File: config.mk
export PLATFORM = sky130hd
export DESIGN_NAME = xcsb_top
export DESIGN_NICKNAME = d
export VERILOG_FILES = /design/src/xcsb_pkg.sv /design/src/xcsb_sel_if.sv /design/src/xcsb_top.sv /design/src/xcsb_csreg.sv /design/src/xcsb_match.sv
export VERILOG_INCLUDE_DIRS = /design/src
export SDC_FILE = /design/constraint.sdc
export NUM_CORES = 1
export LEC_CHECK = 0
export ABC_CLOCK_PERIOD_IN_PS = 4100
export CORE_MARGIN = 5
export CORE_UTILIZATION = 54
export CTS_CLUSTER_DIAMETER = 60
export DETAILED_ROUTE_END_ITERATION = 16
export DONT_BUFFER_PORTS = 1
export GPL_ROUTABILITY_DRIVEN = 0
export GPL_TIMING_DRIVEN = 0
export PLACE_DENSITY_LB_ADDON = 0.25
export SLEW_MARGIN = 20
export SYNTH_ARGS = -nofsm -noshare
export SYNTH_HDL_FRONTEND = slang
export SYNTH_SLANG_ARGS = --single-unit
export TNS_END_PERCENT = 5
File: constraint.sdc
create_clock -name clk -period 4.1 [get_ports clk]
set_input_delay 0.82 -clock clk [delete_from_list [all_inputs] [get_ports clk]]
set_output_delay 0.82 -clock clk [all_outputs]
set_load 0.02 [all_outputs]
File: src/xcsb_map.svh
// Register offsets, field positions and reset values of the chip select base bank
`ifndef XCSB_MAP_SVH
`define XCSB_MAP_SVH
// -----------------------------------------------------------------
// Register offsets
// -----------------------------------------------------------------
`define XCSB_CS1_HI_OFS 8'h62
`define XCSB_CS1_LO_OFS 8'h63
`define XCSB_CS2_HI_OFS 8'h64
`define XCSB_CS2_LO_OFS 8'h65
`define XCSB_CS3_HI_OFS 8'h66
`define XCSB_CS3_LO_OFS 8'h67
// -----------------------------------------------------------------
// Fields and reset values
// -----------------------------------------------------------------
`define XCSB_WP_BIT 1
`define XCSB_DIS_BIT 0
`define XCSB_RST_VAL 8'h00
`define XCSB_M1_LOW_MASK 8'hfc
`define XCSB_M2_LOW_MASK 8'hf0
`define XCSB_DIS_MASK 8'h01
`define XCSB_RANGE_NIB 4'h0
`endif

File: src/xcsb_pkg.sv
// Types shared by the chip select base bank modules
`default_nettype none
package xcsb_pkg;
  // Low-byte field layout chosen outside this bank
  typedef enum logic [1:0] {
    XCSB_MODE_ONE = 2'b01,
    XCSB_MODE_TWO = 2'b10
  } xcsb_mode_t;
endpackage
`default_nettype wire

File: src/xcsb_sel_if.sv
// Carrier between one select's register pair and its address decoder
`timescale 1ns/10ps
`default_nettype none
interface xcsb_sel_if;
  // -----------------------------------------------------------------
  // Programmed state of one chip select
  // -----------------------------------------------------------------
  logic [15:0] base; // Base address, undefined low bits already zero
  logic [7:0] lowMask; // Low-byte bits that take part in the compare
  logic selOff; // Disable bit
  logic wp; // Sticky write protect
  logic [7:0] hiRd; // Read view of the high byte
  logic [7:0] loRd; // Read view of the low byte
  modport regs (output base, lowMask, selOff, wp, hiRd, loRd);
  modport dec (input base, lowMask, selOff);
endinterface
`default_nettype wire

File: src/xcsb_top.sv
// Chip select base address bank for external bus selects one to three
//
// Notes on behaviour
// - Select one low byte holds address bits 7:2
// - Select one protect bit locks its register pair
// - Protect clears only on power or bus reset
// - Select one disable bit: one turns select off
// - Select two high byte holds address 15:8
// - Mode one: select two low bits 7:2
// - Mode two: bits 7:4 only, 3:2 reserved
// - Select two protect bit locks its pair
// - Select two disable bit: one turns select off
// - Select three high byte holds address 15:8
// - Select three protect bit locks its pair
// - Out of range base is ignored
//
// The plain strobed port was decided locally.
`timescale 1ns/10ps
`default_nettype none
`include "xcsb_map.svh"
module xcsb_top #(
  parameter int IO_ADDR_W = 16,
  parameter int NUM_SEL = 3
) (
  input wire logic clk,
  input wire logic rstn,
  input wire logic softRst,
  input wire logic [7:0] regAddr,
  input wire logic [7:0] regWrData,
  input wire logic regWr,
  input wire logic regRd,
  output logic [7:0] regRdData,
  input wire logic busModeTwo,
  input wire logic ioValid,
  input wire logic [15:0] ioAddr,
  output logic extSelectOne,
  output logic extSelectTwoLowN,
  output logic extSelectThreeLowN
);
  // -----------------------------------------------------------------
  // Elaboration checks
  // -----------------------------------------------------------------
  // The compare is built for a sixteen bit cycle and three selects
  if (IO_ADDR_W != 16 || NUM_SEL != 3) begin : gBadParam
    $error("xcsb_top supports only 16 address bits and 3 selects");
  end

  // -----------------------------------------------------------------
  // Per select constants
  // -----------------------------------------------------------------
  // Index 0 is select one, index 2 is select three
  localparam logic [2:0][7:0] HI_OFS = {
    `XCSB_CS3_HI_OFS,
    `XCSB_CS2_HI_OFS,
    `XCSB_CS1_HI_OFS
  };
  localparam logic [2:0][7:0] LO_OFS = {
    `XCSB_CS3_LO_OFS,
    `XCSB_CS2_LO_OFS,
    `XCSB_CS1_LO_OFS
  };
  // Select one keeps the full low field in both modes
  localparam logic [2:0] MODE_AW = 3'h6;
  // Select one drives high when active, the others low
  localparam logic [2:0] ACT_LOW = 3'h6;

  // -----------------------------------------------------------------
  // Shared signals
  // -----------------------------------------------------------------
  xcsb_pkg::xcsb_mode_t busMode; // Decoded layout mode
  logic [2:0][7:0] hiRdArr; // High byte read views
  logic [2:0][7:0] loRdArr; // Low byte read views
  logic [2:0] wpArr; // Protect bits
  logic [2:0] disArr; // Disable bits
  logic [2:0] selPin; // Chip select pins at pin level
  logic [7:0] rdData_q, rdData_d; // Read data register

  // Mode setting lives outside this bank and arrives on our clock
  assign busMode = busModeTwo ? xcsb_pkg::XCSB_MODE_TWO
                              : xcsb_pkg::XCSB_MODE_ONE;

  // -----------------------------------------------------------------
  // One register pair and one decoder per select
  // -----------------------------------------------------------------
  for (genvar i = 0; i < 3; i++) begin : gSel
    xcsb_sel_if sel();
    // Register pair with its own sticky protect
    xcsb_csreg #(
      .HI_OFS(HI_OFS[i]),
      .LO_OFS(LO_OFS[i]),
      .MODE_AWARE(MODE_AW[i])
    ) uReg (
      .clk(clk),
      .rstn(rstn),
      .softRst(softRst),
      .wrStb(regWr),
      .addr(regAddr),
      .wrData(regWrData),
      .busMode(busMode),
      .sel(sel.regs)
    );
    // Decoder fed from the pair
    xcsb_match #(
      .ACT_LOW(ACT_LOW[i])
    ) uMatch (
      .clk(clk),
      .rstn(rstn),
      .ioValid(ioValid),
      .ioAddr(ioAddr),
      .sel(sel.dec),
      .selOut(selPin[i])
    );
    assign hiRdArr[i] = sel.hiRd;
    assign loRdArr[i] = sel.loRd;
    assign wpArr[i] = sel.wp;
    assign disArr[i] = sel.selOff;
  end

  // -----------------------------------------------------------------
  // Read path
  // -----------------------------------------------------------------
  // Unmapped offsets answer zero; data stand one cycle only
  always_comb begin
    rdData_d = `XCSB_RST_VAL;
    if (regRd) begin
      for (int i = 0; i < 3; i++) begin
        if (regAddr == HI_OFS[i]) begin
          rdData_d = hiRdArr[i];
        end
        if (regAddr == LO_OFS[i]) begin
          rdData_d = loRdArr[i];
        end
      end
    end
  end

  // Read data register
  always_ff @(posedge clk or negedge rstn) begin
    if (!rstn) begin
      rdData_q <= `XCSB_RST_VAL;
    end else begin
      rdData_q <= rdData_d;
    end
  end

  // -----------------------------------------------------------------
  // Outputs
  // -----------------------------------------------------------------
  assign regRdData = rdData_q;
  assign extSelectOne = selPin[0];
  assign extSelectTwoLowN = selPin[1];
  assign extSelectThreeLowN = selPin[2];

  // Helper terms for writes that are allowed to land
  logic wrLo1, wrHi2, wrLo2;
  assign wrLo1 = regWr && regAddr == LO_OFS[0] && !wpArr[0] && !softRst;
  assign wrHi2 = regWr && regAddr == HI_OFS[1] && !wpArr[1] && !softRst;
  assign wrLo2 = regWr && regAddr == LO_OFS[1] && !wpArr[1] && !softRst;
endmodule
`default_nettype wire

File: src/xcsb_csreg.sv
// High and low base register pair of one chip select with write protect
`timescale 1ns/10ps
`default_nettype none
`include "xcsb_map.svh"
module xcsb_csreg #(
  parameter logic [7:0] HI_OFS = `XCSB_CS2_HI_OFS,
  parameter logic [7:0] LO_OFS = `XCSB_CS2_LO_OFS,
  parameter bit MODE_AWARE = 1'b1
) (
  input wire logic clk,
  input wire logic rstn,
  input wire logic softRst,
  input wire logic wrStb,
  input wire logic [7:0] addr,
  input wire logic [7:0] wrData,
  input wire xcsb_pkg::xcsb_mode_t busMode,
  xcsb_sel_if.regs sel
);
  // -----------------------------------------------------------------
  // State
  // -----------------------------------------------------------------
  logic [7:0] hi_q, hi_d; // Address bits 15:8
  logic [7:0] lo_q, lo_d; // Address bits 7:2 and disable bit
  logic wp_q, wp_d; // Sticky write protect
  logic [7:0] mask; // Low-byte compare mask for the current mode

  // Mode two narrows the low field; select one ignores the mode
  assign mask = (MODE_AWARE && busMode == xcsb_pkg::XCSB_MODE_TWO) ?
                `XCSB_M2_LOW_MASK : `XCSB_M1_LOW_MASK;

  // Next values: writes gated by protect, soft reset spares protect
  always_comb begin
    hi_d = hi_q;
    lo_d = lo_q;
    wp_d = wp_q;
    if (wrStb && !wp_q) begin
      if (addr == HI_OFS) begin
        hi_d = wrData;
      end
      if (addr == LO_OFS) begin
        // Bits outside the mode's field, save the disable bit, are kept out of storage
        lo_d = wrData & (mask | `XCSB_DIS_MASK);
        wp_d = wrData[`XCSB_WP_BIT];
      end
    end
    if (softRst) begin
      // Protect is untouched so soft reset cannot unlock the pair
      hi_d = `XCSB_RST_VAL;
      lo_d = `XCSB_RST_VAL;
    end
  end

  // Only power and bus resets reach the protect bit
  always_ff @(posedge clk or negedge rstn) begin
    if (!rstn) begin
      hi_q <= `XCSB_RST_VAL;
      lo_q <= `XCSB_RST_VAL;
      wp_q <= 1'b0;
    end else begin
      hi_q <= hi_d;
      lo_q <= lo_d;
      wp_q <= wp_d;
    end
  end

  // -----------------------------------------------------------------
  // Views for the decoder and the read path
  // -----------------------------------------------------------------
  assign sel.base = {hi_q, lo_q & mask};
  assign sel.lowMask = mask;
  assign sel.selOff = lo_q[`XCSB_DIS_BIT];
  assign sel.wp = wp_q;
  assign sel.hiRd = hi_q;
  assign sel.loRd = (lo_q & (mask | `XCSB_DIS_MASK)) | {6'h00, wp_q, 1'b0};
endmodule
`default_nettype wire

File: src/xcsb_match.sv
// Address compare and registered chip select output for one select
`timescale 1ns/10ps
`default_nettype none
`include "xcsb_map.svh"
module xcsb_match #(
  parameter bit ACT_LOW = 1'b1
) (
  input wire logic clk,
  input wire logic rstn,
  input wire logic ioValid,
  input wire logic [15:0] ioAddr,
  xcsb_sel_if.dec sel,
  output logic selOut
);
  // -----------------------------------------------------------------
  // Compare
  // -----------------------------------------------------------------
  logic hit; // Cycle addresses this select
  logic sel_q, sel_d; // Output at pin level

  // A base above the permitted range never selects anything
  always_comb begin
    hit = ioValid && !sel.selOff &&
          (sel.base[15:12] == `XCSB_RANGE_NIB) &&
          ((ioAddr & {8'hff, sel.lowMask}) == sel.base);
    sel_d = hit ^ ACT_LOW;
  end

  // Registered so the pin never glitches during the compare
  always_ff @(posedge clk or negedge rstn) begin
    if (!rstn) begin
      sel_q <= ACT_LOW;
    end else begin
      sel_q <= sel_d;
    end
  end

  assign selOut = sel_q;
endmodule
`default_nettype wire

==> impl_table.tex, run 1 <==
\begin{tabular}{lr}
\hline
Metric & Value \\
\hline
\multicolumn{2}{l}{\textbf{Timing}} \\
Final cycle utilization of the critical path & 0.4607 \\
Pin slew with the least headroom to its limit & 575.4 ps \\
Setup clock skew after layout & 7.077 ps \\
Max Clk Rate & 529.4 MHz \\
Setup repair after global routing missed its margin & false \\
Setup Total Neg Slack & 0 ps \\
Slew headroom & 0.6164 \\
Final number of max-transition violations & 0 \\
Setup-violating endpoint count in the final report & 0 \\
Post-route worst setup slack & 2211 ps \\
Time the worst path needs with I/O delays and setup & between 1500 and 2000 ps \\
Number of endpoints with negative hold slack in the final report & 0 \\
\multicolumn{2}{l}{\textbf{Finish}} \\
Commonest cells after routing, fill and taps aside & nor2\_1, dfrtp\_1, mux2i\_1, xnor2\_1, nand2\_1 \\
Synth-to-layout area growth & 8.353\% \\
Post-layout net count & 357 \\
Final std cells w/o fill & 398 \\
Number of diodes added for antenna fixing & 0 \\
Proportion of layout cells with a drive suffix above 1 & 0.1176 \\
Most frequent standard cell in the layout excluding fill and tap cells & nor2\_1 \\
Number of fill cells & between 500 and 600 \\
\multicolumn{2}{l}{\textbf{Logic synthesis}} \\
Nets in the synthesized netlist & 346 \\
Sequential element share of the synthesized area & 0.4614 \\
Unique cell type count in the Yosys netlist & 44 \\
Yosys top cell by area & dfrtp\_1 \\
Yosys warnings & 0 \\
Cells after synthesis & 307 \\
Flip-flop and latch count after synthesis & 59 \\
Most frequently used flop master after synthesis & dfrtp\_1 \\
Number of synthesized flops with an enable pin & 0 \\
Fraction of registers with async set/reset & 1.000 \\
Synth Area per Inst & between 10 and 15 um2 \\
Synthesized cell area & 3206 um2 \\
Biggest area contributors in the synthesized netlist & dfrtp\_1, mux2i\_1, nor2\_1 \\
Portion of synthesized cell area occupied by the leading cell type & 0.4450 \\
\multicolumn{2}{l}{\textbf{Outcome}} \\
Outcome & finished clean \\
\multicolumn{2}{l}{\textbf{Critical path}} \\
Destination of the worst register-to-register timing path & gSel[1].uReg.sel.hiRd[3]\$\_DFFE\_PN0P\_ \\
Crit-path cells & nor2b\_1, nand4\_2, mux2i\_1, nor2\_1 \\
Startpoint type of the worst setup path & input pin \\
Kind of end point of the critical path & register \\
Arrival time of the worst setup path & between 2000 and 2500 ps \\
Required time at the endpoint of the critical path & 4310 ps \\
Slack of the worst reg-to-reg path & between 2000 and 3000 ps \\
Depth of the worst register-to-register path & 4 \\
Worst setup path start & regAddr[5] \\
Slowest Stage Delay on Critical Path & about 500 ps \\
Critical path class & in -> reg \\
Largest fanout on the critical path & 8 \\
Crit path max-delay cell type & nand4\_2 \\
Launch instance of the worst register-to-register path & gSel[1].uReg.sel.wp\$\_DFFE\_PN0P\_ \\
\multicolumn{2}{l}{\textbf{Drt}} \\
Violation count after the first detailed-route iteration & roughly 270 \\
Total vias in the final route & 2433 \\
Number of detailed-route iterations in the first pass & 6 \\
Routed Antenna Nets & 0 \\
Detailed-route wire length per cell & 22.55 um \\
Aggregate routed wire length & about 9.0 mm \\
Ratio of routed vias to standard cells & approximately 6.1 \\
Final routed DRC violation total & 0 \\
\multicolumn{2}{l}{\textbf{Clocking}} \\
Buffer count from post-CTS setup fixing & 0 \\
CTS tree & built \\
H-tree depth & 3 \\
Clock slew seen by the registers of the worst setup and hold paths & 70 ps \\
Hold Buf Count CTS & 0 \\
Total clock sinks & 59 \\
Clock buffer count from CTS & 9 \\
Later-pin clock latency in the skew report & around 350 ps \\
Maximum root-to-sink buffer count & 2 \\
Buffer cell driving the clock tree root & clkbuf\_8 \\
Count of cells resized by post-cts repair & 0 \\
\multicolumn{2}{l}{\textbf{Place}} \\
Dpl ws & 1860 ps \\
Port Buf Inserts & 0 \\
Cell Count Post-Placement & 382 \\
HPWL reported at the end of detailed placement & 6.255 mm \\
\multicolumn{2}{l}{\textbf{Floorplan}} \\
Num ports & 50 \\
Site row count & 28 \\
Area of the die & $\sim$7600 um2 \\
Area of the placeable core & $\sim$5900 um2 \\
Initial core utilization & 0.5479 \\
Die Y & 87.05 um \\
Horizontal die dimension & 87.05 um \\
\multicolumn{2}{l}{\textbf{Global route}} \\
Largest net degree at the start of global routing & 60 \\
Vias in the first global route & $\sim$2500 \\
Global-route total usage across every layer & 0.2524 \\
Number of antenna violations at the first check in global routing & 0 \\
Grt total ovfl & 0 \\
First-pass GRT wire length & $\sim$14 mm \\
\multicolumn{2}{l}{\textbf{Pwr}} \\
Overall Power & 0.001132 W \\
Worst ir drop on vdd & 0.0001697 V \\
Static Leakage & 1.671 nW \\
Power density of the placed cells & 326.0 nW/um2 \\
\multicolumn{2}{l}{\textbf{Flow run}} \\
Number of maximum-capacitance constraint violations & 0 \\
\multicolumn{2}{l}{\textbf{Min path}} \\
Tightest Hold Check Type & in -> async \\
\hline
\end{tabular}
## critical path: cells and delay by family
kind             cells  cell delay [ps]
muxes                1              310
and+or+nand+nor      3              970
## per-stage QoR
step                area, um2  hold WS (ps)  utilization
finish                   3473         160.6       0.5937
global route             3473         146.0       0.5937
CTS                      3473         151.2       0.5937
detailed placement       3299         466.9       0.5639
global placement         3299         465.6       0.5639
floorplan                3206         442.1            -
## synth_stat cells (3+ instances only)
cell and number:
and3b_1 3, nor3_1 10, nand4_1 5, a21o_1 3, nor2b_1 4, nand3_1 3, nor2_1 59, xor2_1 5
buf_2 4, mux2_2 6, a222oi_1 6, o21ai_0 8, dfrtp_1 57, xnor2_1 23, a21oi_1 7, nand2_1 13
buf_6 3, clkbuf_1 5, nor4_1 3, or4_1 3, mux2i_1 45, nand2b_1 6
## power breakdown
part / leakage (nW) / internal (W) / total (W) / switching, W
logic: 0.760 / 0.0000290 / 0.0000682 / 0.0000392
registers: 0.817 / 0.000584 / 0.000587 / 0.00000264
clock network: 0.0932 / 0.000249 / 0.000477 / 0.000227
## layer usage
| metal | share of wire | track usage | vias to the layer above | routed length (um) |
|---|---|---|---|---|
| li1 | - | - | 1105 | - |
| met1 | 0.41 | 0.3307 | 1201 | 3670 |
| met2 | 0.48 | 0.4086 | 105 | 4347 |
| met3 | 0.084 | 0.06055 | 22 | 755 |
| met4 | 0.022 | 0.08782 | 0 | 201 |
| met5 | 0 | 0 | - | 0 |
## cells by family after synthesis
kind of cell,count (synthesis),synth area share
AOI/OAI and AO/OA,29,0.06089
xor gates and xnor gates,28,0.07650
buffers and inverters,15,0.02732
DFF,59,0.4614
muxes,51,0.1616
and+or+nand+nor,125,0.2123
## area by class of cell
cell class | count | area (um2) | share of cell area
Sequential cell | 59 | 1479 | 0.4258
Buffer | 14 | 83.83 | 0.02414
Clock inverter | 3 | 15.01 | 0.004323
Tap cell | 75 | 93.84 | 0.02702
Clock buffer | 13 | 158.9 | 0.04575
Inverter | 1 | 3.754 | 0.001081
Multi-Input combinational cell | 233 | 1639 | 0.4719
## registers in the layout, summed over array words and instances, names as in the netlist
register            count
gSel.uMatch.selOut      3
gSel.uReg.lo_q         21
gSel.uReg.sel.hiRd     24
gSel.uReg.sel.wp        3
regRdData               8
## how the worst max path moves through the flow
stage	slack, ps	to	cells past startpoint
after floorplan	2180	gSel[0].uReg.lo_q[0]$_DFFE_PN0P_	5
after global placement	1890	gSel[1].uReg.sel.hiRd[3]$_DFFE_PN0P_	4
after detailed placement	1860	gSel[1].uReg.sel.hiRd[3]$_DFFE_PN0P_	4
after CTS	2220	gSel[1].uReg.sel.hiRd[3]$_DFFE_PN0P_	4
after global routing	2120	gSel[1].uReg.sel.hiRd[1]$_DFFE_PN0P_	4
final	2210	gSel[1].uReg.sel.hiRd[3]$_DFFE_PN0P_	4
Note: power is estimated with default switching activity, not from simulation.
==> run 2: changes to the inputs <==
--- a/config.mk
+++ b/config.mk
@@ -6,7 +6,8 @@
 export SDC_FILE = /design/constraint.sdc
 export NUM_CORES = 1
 export LEC_CHECK = 0
-export ABC_CLOCK_PERIOD_IN_PS = 4100
+export ABC_AREA = 1
+export ABC_CLOCK_PERIOD_IN_PS = 1700
 export CORE_MARGIN = 5
 export CORE_UTILIZATION = 54
 export CTS_CLUSTER_DIAMETER = 60
==> constraint.sdc (replaced) <==
create_clock -name clk -period 1.7 [get_ports clk]
set_input_delay 0.34 -clock clk [delete_from_list [all_inputs] [get_ports clk]]
set_output_delay 0.34 -clock clk [all_outputs]
set_load 0.02 [all_outputs]
==> run 2 against run 1 <==
  * Via count increased by 21%
  * Setup slack got worse by 1900 ps
  * Total power rose to 3.0 times the previous value
  * Clock-buffer cell count decreased by 3
  * Flip-flop and latch count is the same
  * Utilization increased by 1.9 points
  * Register-to-register slack worse by 2200 ps
  * Synthesized cell count grew 29%
  * Critical path type is now reg -> reg
==> impl_table.tex, run 2 <==
\begin{tabular}{lr}
\hline
Metric & Value \\
\hline
\multicolumn{2}{l}{\textbf{Floorplan}} \\
Initial core utilization & 0.5518 \\
Area of the die & 7624 um2 \\
Horizontal die dimension & between 80 and 90 um \\
Num ports & 50 \\
Area of the placeable core & 5851 um2 \\
Die Y & 87.32 um \\
Site row count & 28 \\
\multicolumn{2}{l}{\textbf{Drt}} \\
Violation count after the first detailed-route iteration & 304 \\
Met3 routed wirelength & 686 um \\
Uppermost layer routed & met4 \\
Total vias in the final route & a little under 3000 \\
Total met2 wirelength after detailed routing & 4.140 mm \\
Wire length on met1 & 3.863 mm \\
Number of detailed-route iterations in the first pass & 5 \\
Ratio of routed vias to standard cells & 6.014 \\
Routed Antenna Nets & 0 \\
Final routed DRC violation total & 0 \\
Detailed-route wire length per cell & 18.46 um \\
Aggregate routed wire length & approximately 9 mm \\
\multicolumn{2}{l}{\textbf{Clocking}} \\
Total clock sinks & 59 \\
Later-pin clock latency in the skew report & roughly 360 ps \\
Clock slew seen by the registers of the worst setup and hold paths & 70 ps \\
Clock buffer count from CTS & 9 \\
Buffer cell driving the clock tree root & clkbuf\_8 \\
Buffer count from post-CTS setup fixing & 0 \\
H-tree depth & 3 \\
Maximum root-to-sink buffer count & 2 \\
CTS tree & built \\
\multicolumn{2}{l}{\textbf{Logic synthesis}} \\
Sequential element share of the synthesized area & 0.4581 \\
Biggest area contributors in the synthesized netlist & dfrtp\_1, nand2\_1, o21ai\_2 \\
Most frequently used flop master after synthesis & dfrtp\_1 \\
Flip-flop and latch count after synthesis & 59 \\
Number of synthesized flops with an enable pin & 0 \\
Unique cell type count in the Yosys netlist & 37 \\
Fraction of registers with async set/reset & 1.000 \\
Synth Area per Inst & 8.152 um2 \\
Cell with the most instances after synthesis & nand2\_1 \\
Synthesized cell area & 3228 um2 \\
Most numerous cell types in the synthesized netlist & nand2\_1, dfrtp\_1, nor2\_1 \\
Yosys warnings & 0 \\
Nets in the synthesized netlist & 435 \\
Portion of synthesized cell area occupied by the leading cell type & 0.4419 \\
Cells after synthesis & 396 \\
Yosys top cell by area & dfrtp\_1 \\
\multicolumn{2}{l}{\textbf{Pwr}} \\
Net Sw Frac & 0.2712 \\
Static Leakage & 1.626 nW \\
Worst ir drop on vdd & 0.0005342 V \\
Clk pwr share & 0.430 \\
Psw & about 0.00093 W \\
Power density of the placed cells & 951.4 nW/um2 \\
Cell-internal power & 0.002486 W \\
Combinational share of power & 0.108 \\
Power share of the sequential group & 0.462 \\
\multicolumn{2}{l}{\textbf{Finish}} \\
Number of fill cells & 514 \\
Synth-to-layout area growth & 11.09\% \\
Post-route standard cell area excluding fillers & around 3600 um2 \\
Post-layout net count & 448 \\
Proportion of layout cells with a drive suffix above 1 & 0.1836 \\
Number of diodes added for antenna fixing & 0 \\
Most frequent standard cell in the layout excluding fill and tap cells & nand2\_1 \\
Utilization of the core after routing & 0.6129 \\
Commonest cells after routing, fill and taps aside & nand2\_1, dfrtp\_1, nor2\_1, o21ai\_0, inv\_1 \\
Max reg flops & 24 \\
\multicolumn{2}{l}{\textbf{Global route}} \\
Global-route total usage across every layer & 0.2519 \\
Number of antenna violations at the first check in global routing & 0 \\
Largest net degree at the start of global routing & 60 \\
Grt total ovfl & 0 \\
First-pass GRT wire length & around 14 mm \\
Vias in the first global route & 2739 \\
\multicolumn{2}{l}{\textbf{Timing}} \\
Final cycle utilization of the critical path & 0.8314 \\
Max Clk Rate & between 700 and 800 MHz \\
Setup clock skew after layout & 8.070 ps \\
Time the worst path needs with I/O delays and setup & roughly 1400 ps \\
Pin slew with the least headroom to its limit & 423.2 ps \\
Setup repair after global routing missed its margin & false \\
Number of endpoints with negative hold slack in the final report & 0 \\
Setup-violating endpoint count in the final report & 0 \\
Final number of max-transition violations & 0 \\
Setup Total Neg Slack & 0 ps \\
Slew headroom & 0.7170 \\
\multicolumn{2}{l}{\textbf{Critical path}} \\
Arrival time of the worst setup path & $\sim$1600 ps \\
Crit path max-delay cell type & dfrtp\_1 \\
Critical path class & reg -> reg \\
Kind of end point of the critical path & register \\
Startpoint type of the worst setup path & register \\
Depth of the worst register-to-register path & 5 \\
Category of cells accounting for the largest share of critical-path delay & flip-flops \\
Largest fanout on the critical path & 10 \\
Count of cell instances traversed by the critical path & 5 \\
Required time at the endpoint of the critical path & slightly below 2000 ps \\
Crit-path cells & nor2\_1, a31oi\_2, buf\_4, nand2\_1, o21ai\_0 \\
Buffering stage count on the worst path with inverters included & 1 \\
Slowest Stage Delay on Critical Path & 400 ps \\
\multicolumn{2}{l}{\textbf{Min path}} \\
Hold Path Stages & 2 \\
Tightest Hold Check Type & in -> reg \\
\multicolumn{2}{l}{\textbf{Flow run}} \\
Number of maximum-capacitance constraint violations & 0 \\
\multicolumn{2}{l}{\textbf{Place}} \\
Port Buf Inserts & 0 \\
HPWL reported at the end of detailed placement & 6.770 mm \\
Dpl cell area & 3322 um2 \\
\multicolumn{2}{l}{\textbf{Outcome}} \\
Outcome & finished clean \\
\hline
\end{tabular}
-- run 2: layout make-up --
class / instances / area (um2) / area share
Clock inverter: 6 / 88.84 / 0.02477
Sequential cell: 59 / 1479 / 0.4124
Timing Repair Buffer: 2 / 37.54 / 0.01047
Buffer: 9 / 66.31 / 0.01849
Tap cell: 75 / 93.84 / 0.02617
Inverter: 34 / 127.6 / 0.03559
Clock buffer: 10 / 137.6 / 0.03838
Multi-Input combinational cell: 294 / 1555 / 0.4337
-- run 2: cells by family (layout without fill, tap and decap cells) --
family                    after synthesis  after routing  share of synthesized area
buffers and inverters                  43             61                    0.06008
xor gates and xnor gates                7              7                    0.01899
and+or+nand+nor                       202            202                     0.2884
DFF                                    59             59                     0.4581
AOI/OAI and AO/OA                      85             85                     0.1744
-- run 2: through the flow --
stage,setup slack [ps],power (W),hold WS (ps),std cells
detailed placement,142.9,0.001926,46.93,471
finish,286.6,0.003412,95.43,489
floorplan,314.7,0.001836,44.41,396
global placement,173.6,0.001913,47.21,471
CTS,328.6,0.003375,-332.1,487
global route,217.9,0.003544,88.72,489
-- run 2: final timing paths --
check | start | end | slack, ps
worst max-delay path | gSel[1].uReg.sel.wp$_DFFE_PN0P_ | gSel[1].uReg.sel.hiRd[4]$_DFFE_PN0P_ | 290
worst min-delay path | regRd | regRdData[2]$_DFF_PN0_ | 100
worst max register to register | gSel[1].uReg.sel.wp$_DFFE_PN0P_ | gSel[1].uReg.sel.hiRd[4]$_DFFE_PN0P_ | 290
worst min register to register | gSel[2].uReg.lo_q[2]$_DFFE_PN0P_ | gSel[2].uReg.lo_q[2]$_DFFE_PN0P_ | 510
max in group asynchronous | rstn | gSel[2].uMatch.selOut$_DFF_PN1_ | 880
min in group asynchronous | rstn | gSel[1].uReg.sel.wp$_DFFE_PN0P_ | 520
-- run 2: what timing repair did --
| item | in CTS | in global routing |
|---|---|---|
| resized for setup | 0 | 0 |
| hold endpoints to repair | 59 | 59 |
| endpoints found under the setup margin | 0 | 0 |
-- run 2: metal layers --
layer	GRT usage	vias to the layer above
li1	-	1359
met1	0.3349	1414
met2	0.3808	134
met3	0.07096	34
met4	0.1144	0
met5	0	-
-- run 2: power by group through the flow --
stage | clock network, W | logic [W] | registers [W]
6_report | 0.00147 | 0.000369 | 0.00158
5_1_grt | 0.00155 | 0.000412 | 0.00159
4_1_cts | 0.00147 | 0.000330 | 0.00157
3_5_place_dp | 0 | 0.000328 | 0.00160
3_3_place_gp | 0 | 0.000318 | 0.00160
2_1_floorplan | 0 | 0.000265 | 0.00157
==> run 3: changes to the inputs <==
--- a/config.mk
+++ b/config.mk
@@ -7,7 +7,7 @@
 export NUM_CORES = 1
 export LEC_CHECK = 0
 export ABC_AREA = 1
-export ABC_CLOCK_PERIOD_IN_PS = 1700
+export ABC_CLOCK_PERIOD_IN_PS = 1400
 export CORE_MARGIN = 5
 export CORE_UTILIZATION = 54
 export CTS_CLUSTER_DIAMETER = 60
==> constraint.sdc (replaced) <==
create_clock -name clk -period 1.4 [get_ports clk]
set_input_delay 0.28 -clock clk [delete_from_list [all_inputs] [get_ports clk]]
set_output_delay 0.28 -clock clk [all_outputs]
set_load 0.02 [all_outputs]
==> run 3 against run 2 <==
  * The run now ends with negative hold slack left
  * Critical path type unchanged
  * Critical endpoint unchanged
  * Highest routed layer unchanged
  * Sequential share of layout area increased by 0.20 points
  * Die area unchanged
  * Worst hold slack worse by 480 ps
==> impl_table.tex, run 3 (same netlist as run 2, synthesis figures left out) <==
\begin{tabular}{lr}
\hline
Metric & Value \\
\hline
\multicolumn{2}{l}{\textbf{Critical path}} \\
Depth of the worst register-to-register path & 5 \\
Startpoint type of the worst setup path & register \\
Critical path class & reg -> reg \\
Crit-path cells & nor2\_2, a31oi\_4, buf\_4, nand2\_1, o21ai\_0 \\
Kind of end point of the critical path & register \\
Largest fanout on the critical path & 10 \\
Launch instance of the worst register-to-register path & gSel[1].uReg.sel.wp\$\_DFFE\_PN0P\_ \\
Crit path max-delay cell type & dfrtp\_1 \\
Arrival time of the worst setup path & 1530 ps \\
Slowest Stage Delay on Critical Path & 410 ps \\
Destination of the worst register-to-register timing path & gSel[1].uReg.sel.hiRd[4]\$\_DFFE\_PN0P\_ \\
Category of cells accounting for the largest share of critical-path delay & flip-flops \\
Buffering stage count on the worst path with inverters included & 1 \\
Required time at the endpoint of the critical path & 1630 ps \\
Slack of the worst reg-to-reg path & roughly 96 ps \\
\multicolumn{2}{l}{\textbf{Drt}} \\
Routed Antenna Nets & 0 \\
Detailed-route wire length per cell & 18.39 um \\
Ratio of routed vias to standard cells & about 6.0 \\
Number of detailed-route iterations in the first pass & 5 \\
Total vias in the final route & 2921 \\
Violation count after the first detailed-route iteration & 285 \\
Final routed DRC violation total & 0 \\
Aggregate routed wire length & 8.955 mm \\
\multicolumn{2}{l}{\textbf{Timing}} \\
Worst hold margin & -386.6 ps \\
Post-route worst setup slack & 96.17 ps \\
Setup clock skew after layout & 8.373 ps \\
Final number of max-transition violations & 0 \\
Max Clk Rate & around 770 MHz \\
Time the worst path needs with I/O delays and setup & 1304 ps \\
Setup repair after global routing missed its margin & false \\
Pin slew with the least headroom to its limit & 399.0 ps \\
Slew headroom & 0.7330 \\
Setup-violating endpoint count in the final report & 0 \\
Number of endpoints with negative hold slack in the final report & 59 \\
Final cycle utilization of the critical path & 0.9313 \\
\multicolumn{2}{l}{\textbf{Clocking}} \\
Clock slew seen by the registers of the worst setup and hold paths & 70 ps \\
Buffer cell driving the clock tree root & clkbuf\_8 \\
Clock buffer count from CTS & 9 \\
Later-pin clock latency in the skew report & approximately 360 ps \\
CTS tree & built \\
H-tree depth & 3 \\
Total clock sinks & 59 \\
Maximum root-to-sink buffer count & 2 \\
\multicolumn{2}{l}{\textbf{Pwr}} \\
Psw & around 0.0011 W \\
Overall Power & 0.004101 W \\
Power density of the placed cells & 1149 nW/um2 \\
Power share of the sequential group & 0.467 \\
Static Leakage & 1.611 nW \\
Worst ir drop on vdd & 0.0006535 V \\
Net Sw Frac & 0.2656 \\
Cell-internal power & 0.003012 W \\
Clk pwr share & 0.433 \\
Combinational share of power & 0.100 \\
\multicolumn{2}{l}{\textbf{Finish}} \\
Number of diodes added for antenna fixing & 0 \\
Total area of multi-input combinational cells & approximately 1600 um2 \\
Most frequent standard cell in the layout excluding fill and tap cells & nand2\_1 \\
Post-route standard cell area excluding fillers & roughly 3600 um2 \\
Post-layout net count & 446 \\
Commonest cells after routing, fill and taps aside & nand2\_1, dfrtp\_1, nor2\_1, o21ai\_0, inv\_1 \\
Max reg flops & 24 \\
Proportion of layout cells with a drive suffix above 1 & 0.1845 \\
Synth-to-layout area growth & 10.54\% \\
Utilization of the core after routing & 0.6099 \\
Number of fill cells & 525 \\
Register area & 1479 um2 \\
\multicolumn{2}{l}{\textbf{Floorplan}} \\
Site row count & 28 \\
Area of the placeable core & 5851 um2 \\
Num ports & 50 \\
Horizontal die dimension & 87.32 um \\
Area of the die & 7624 um2 \\
Initial core utilization & 0.5518 \\
Die Y & 87.32 um \\
\multicolumn{2}{l}{\textbf{Place}} \\
Port Buf Inserts & 0 \\
HPWL reported at the end of detailed placement & 6.770 mm \\
Dpl cell area & 3322 um2 \\
Dpl ws & -97.08 ps \\
\multicolumn{2}{l}{\textbf{Outcome}} \\
Violated checks & negative hold slack \\
Outcome & finished, violations left \\
\multicolumn{2}{l}{\textbf{Min path}} \\
Tightest Hold Check Type & in -> async \\
\multicolumn{2}{l}{\textbf{Global route}} \\
Vias in the first global route & 2739 \\
Largest net degree at the start of global routing & 60 \\
Grt total ovfl & 0 \\
First-pass GRT wire length & 14.28 mm \\
Global-route total usage across every layer & 0.2519 \\
Number of antenna violations at the first check in global routing & 0 \\
\multicolumn{2}{l}{\textbf{Flow run}} \\
Number of maximum-capacitance constraint violations & 0 \\
\hline
\end{tabular}
## run 3: worst max-delay path by stage
stage                     cells after the start  slack (ps)                            start                                    to
after global routing                          4          20  gSel[0].uReg.sel.wp$_DFFE_PN0P_  gSel[0].uReg.sel.hiRd[0]$_DFFE_PN0P_
after CTS                                     4          30  gSel[0].uReg.sel.wp$_DFFE_PN0P_  gSel[0].uReg.sel.hiRd[0]$_DFFE_PN0P_
after floorplan                              11          70                       regAddr[7]      gSel[2].uReg.lo_q[6]$_DFFE_PN0P_
after global placement                        9         -70                       regAddr[0]  gSel[2].uReg.sel.hiRd[7]$_DFFE_PN0P_
after detailed placement                      9        -100                       regAddr[0]  gSel[2].uReg.sel.hiRd[7]$_DFFE_PN0P_
final                                         5         100  gSel[1].uReg.sel.wp$_DFFE_PN0P_  gSel[1].uReg.sel.hiRd[4]$_DFFE_PN0P_
## run 3: area by class of cell
cell class | instances | share of cell area
multi-input cells | 294 | 0.4414
clock inverters | 6 | 0.02489
inverters | 34 | 0.03576
flip-flops and latches | 59 | 0.4144
clock buffers | 10 | 0.03857
well taps | 75 | 0.02630
plain buffers | 9 | 0.01858
## run 3: through the flow
stage	TNS [ps]	std cells
finish	0	487
global route	0	487
CTS	0	487
detailed placement	-1914	471
global placement	-1041	471
floorplan	0	396
## run 3: repair_timing
item                                   CTS  global route
gates resized for setup                  0             3
setup endpoints to repair                0            13
endpoints found under the hold margin   59            59
setup buffers                            0             0
## run 3: routing by layer
metal,global-route usage,vias to the layer above,wire (um)
li1,-,1353,-
met1,0.3349,1378,3691
met2,0.3808,157,4111
met3,0.07096,33,802
met4,0.1144,0,350
met5,0,-,0
## run 3: power by group through the flow
| stage | Combinational [W] | Clock [W] | Sequential, W |
|---|---|---|---|
| floorplan | 0.000322 | 0 | 0.00191 |
| global placement | 0.000387 | 0 | 0.00194 |
| detailed placement | 0.000399 | 0 | 0.00194 |
| CTS | 0.000401 | 0.00179 | 0.00191 |
| global route | 0.000455 | 0.00188 | 0.00193 |
| finish | 0.000411 | 0.00178 | 0.00191 |
## run 3: worst register-to-register path: cells and delay by family, from the launching register on
family	cells	cell delay, ps
flops	1	410
simple gates	2	300
compound gates	2	250
buf+inv	1	220
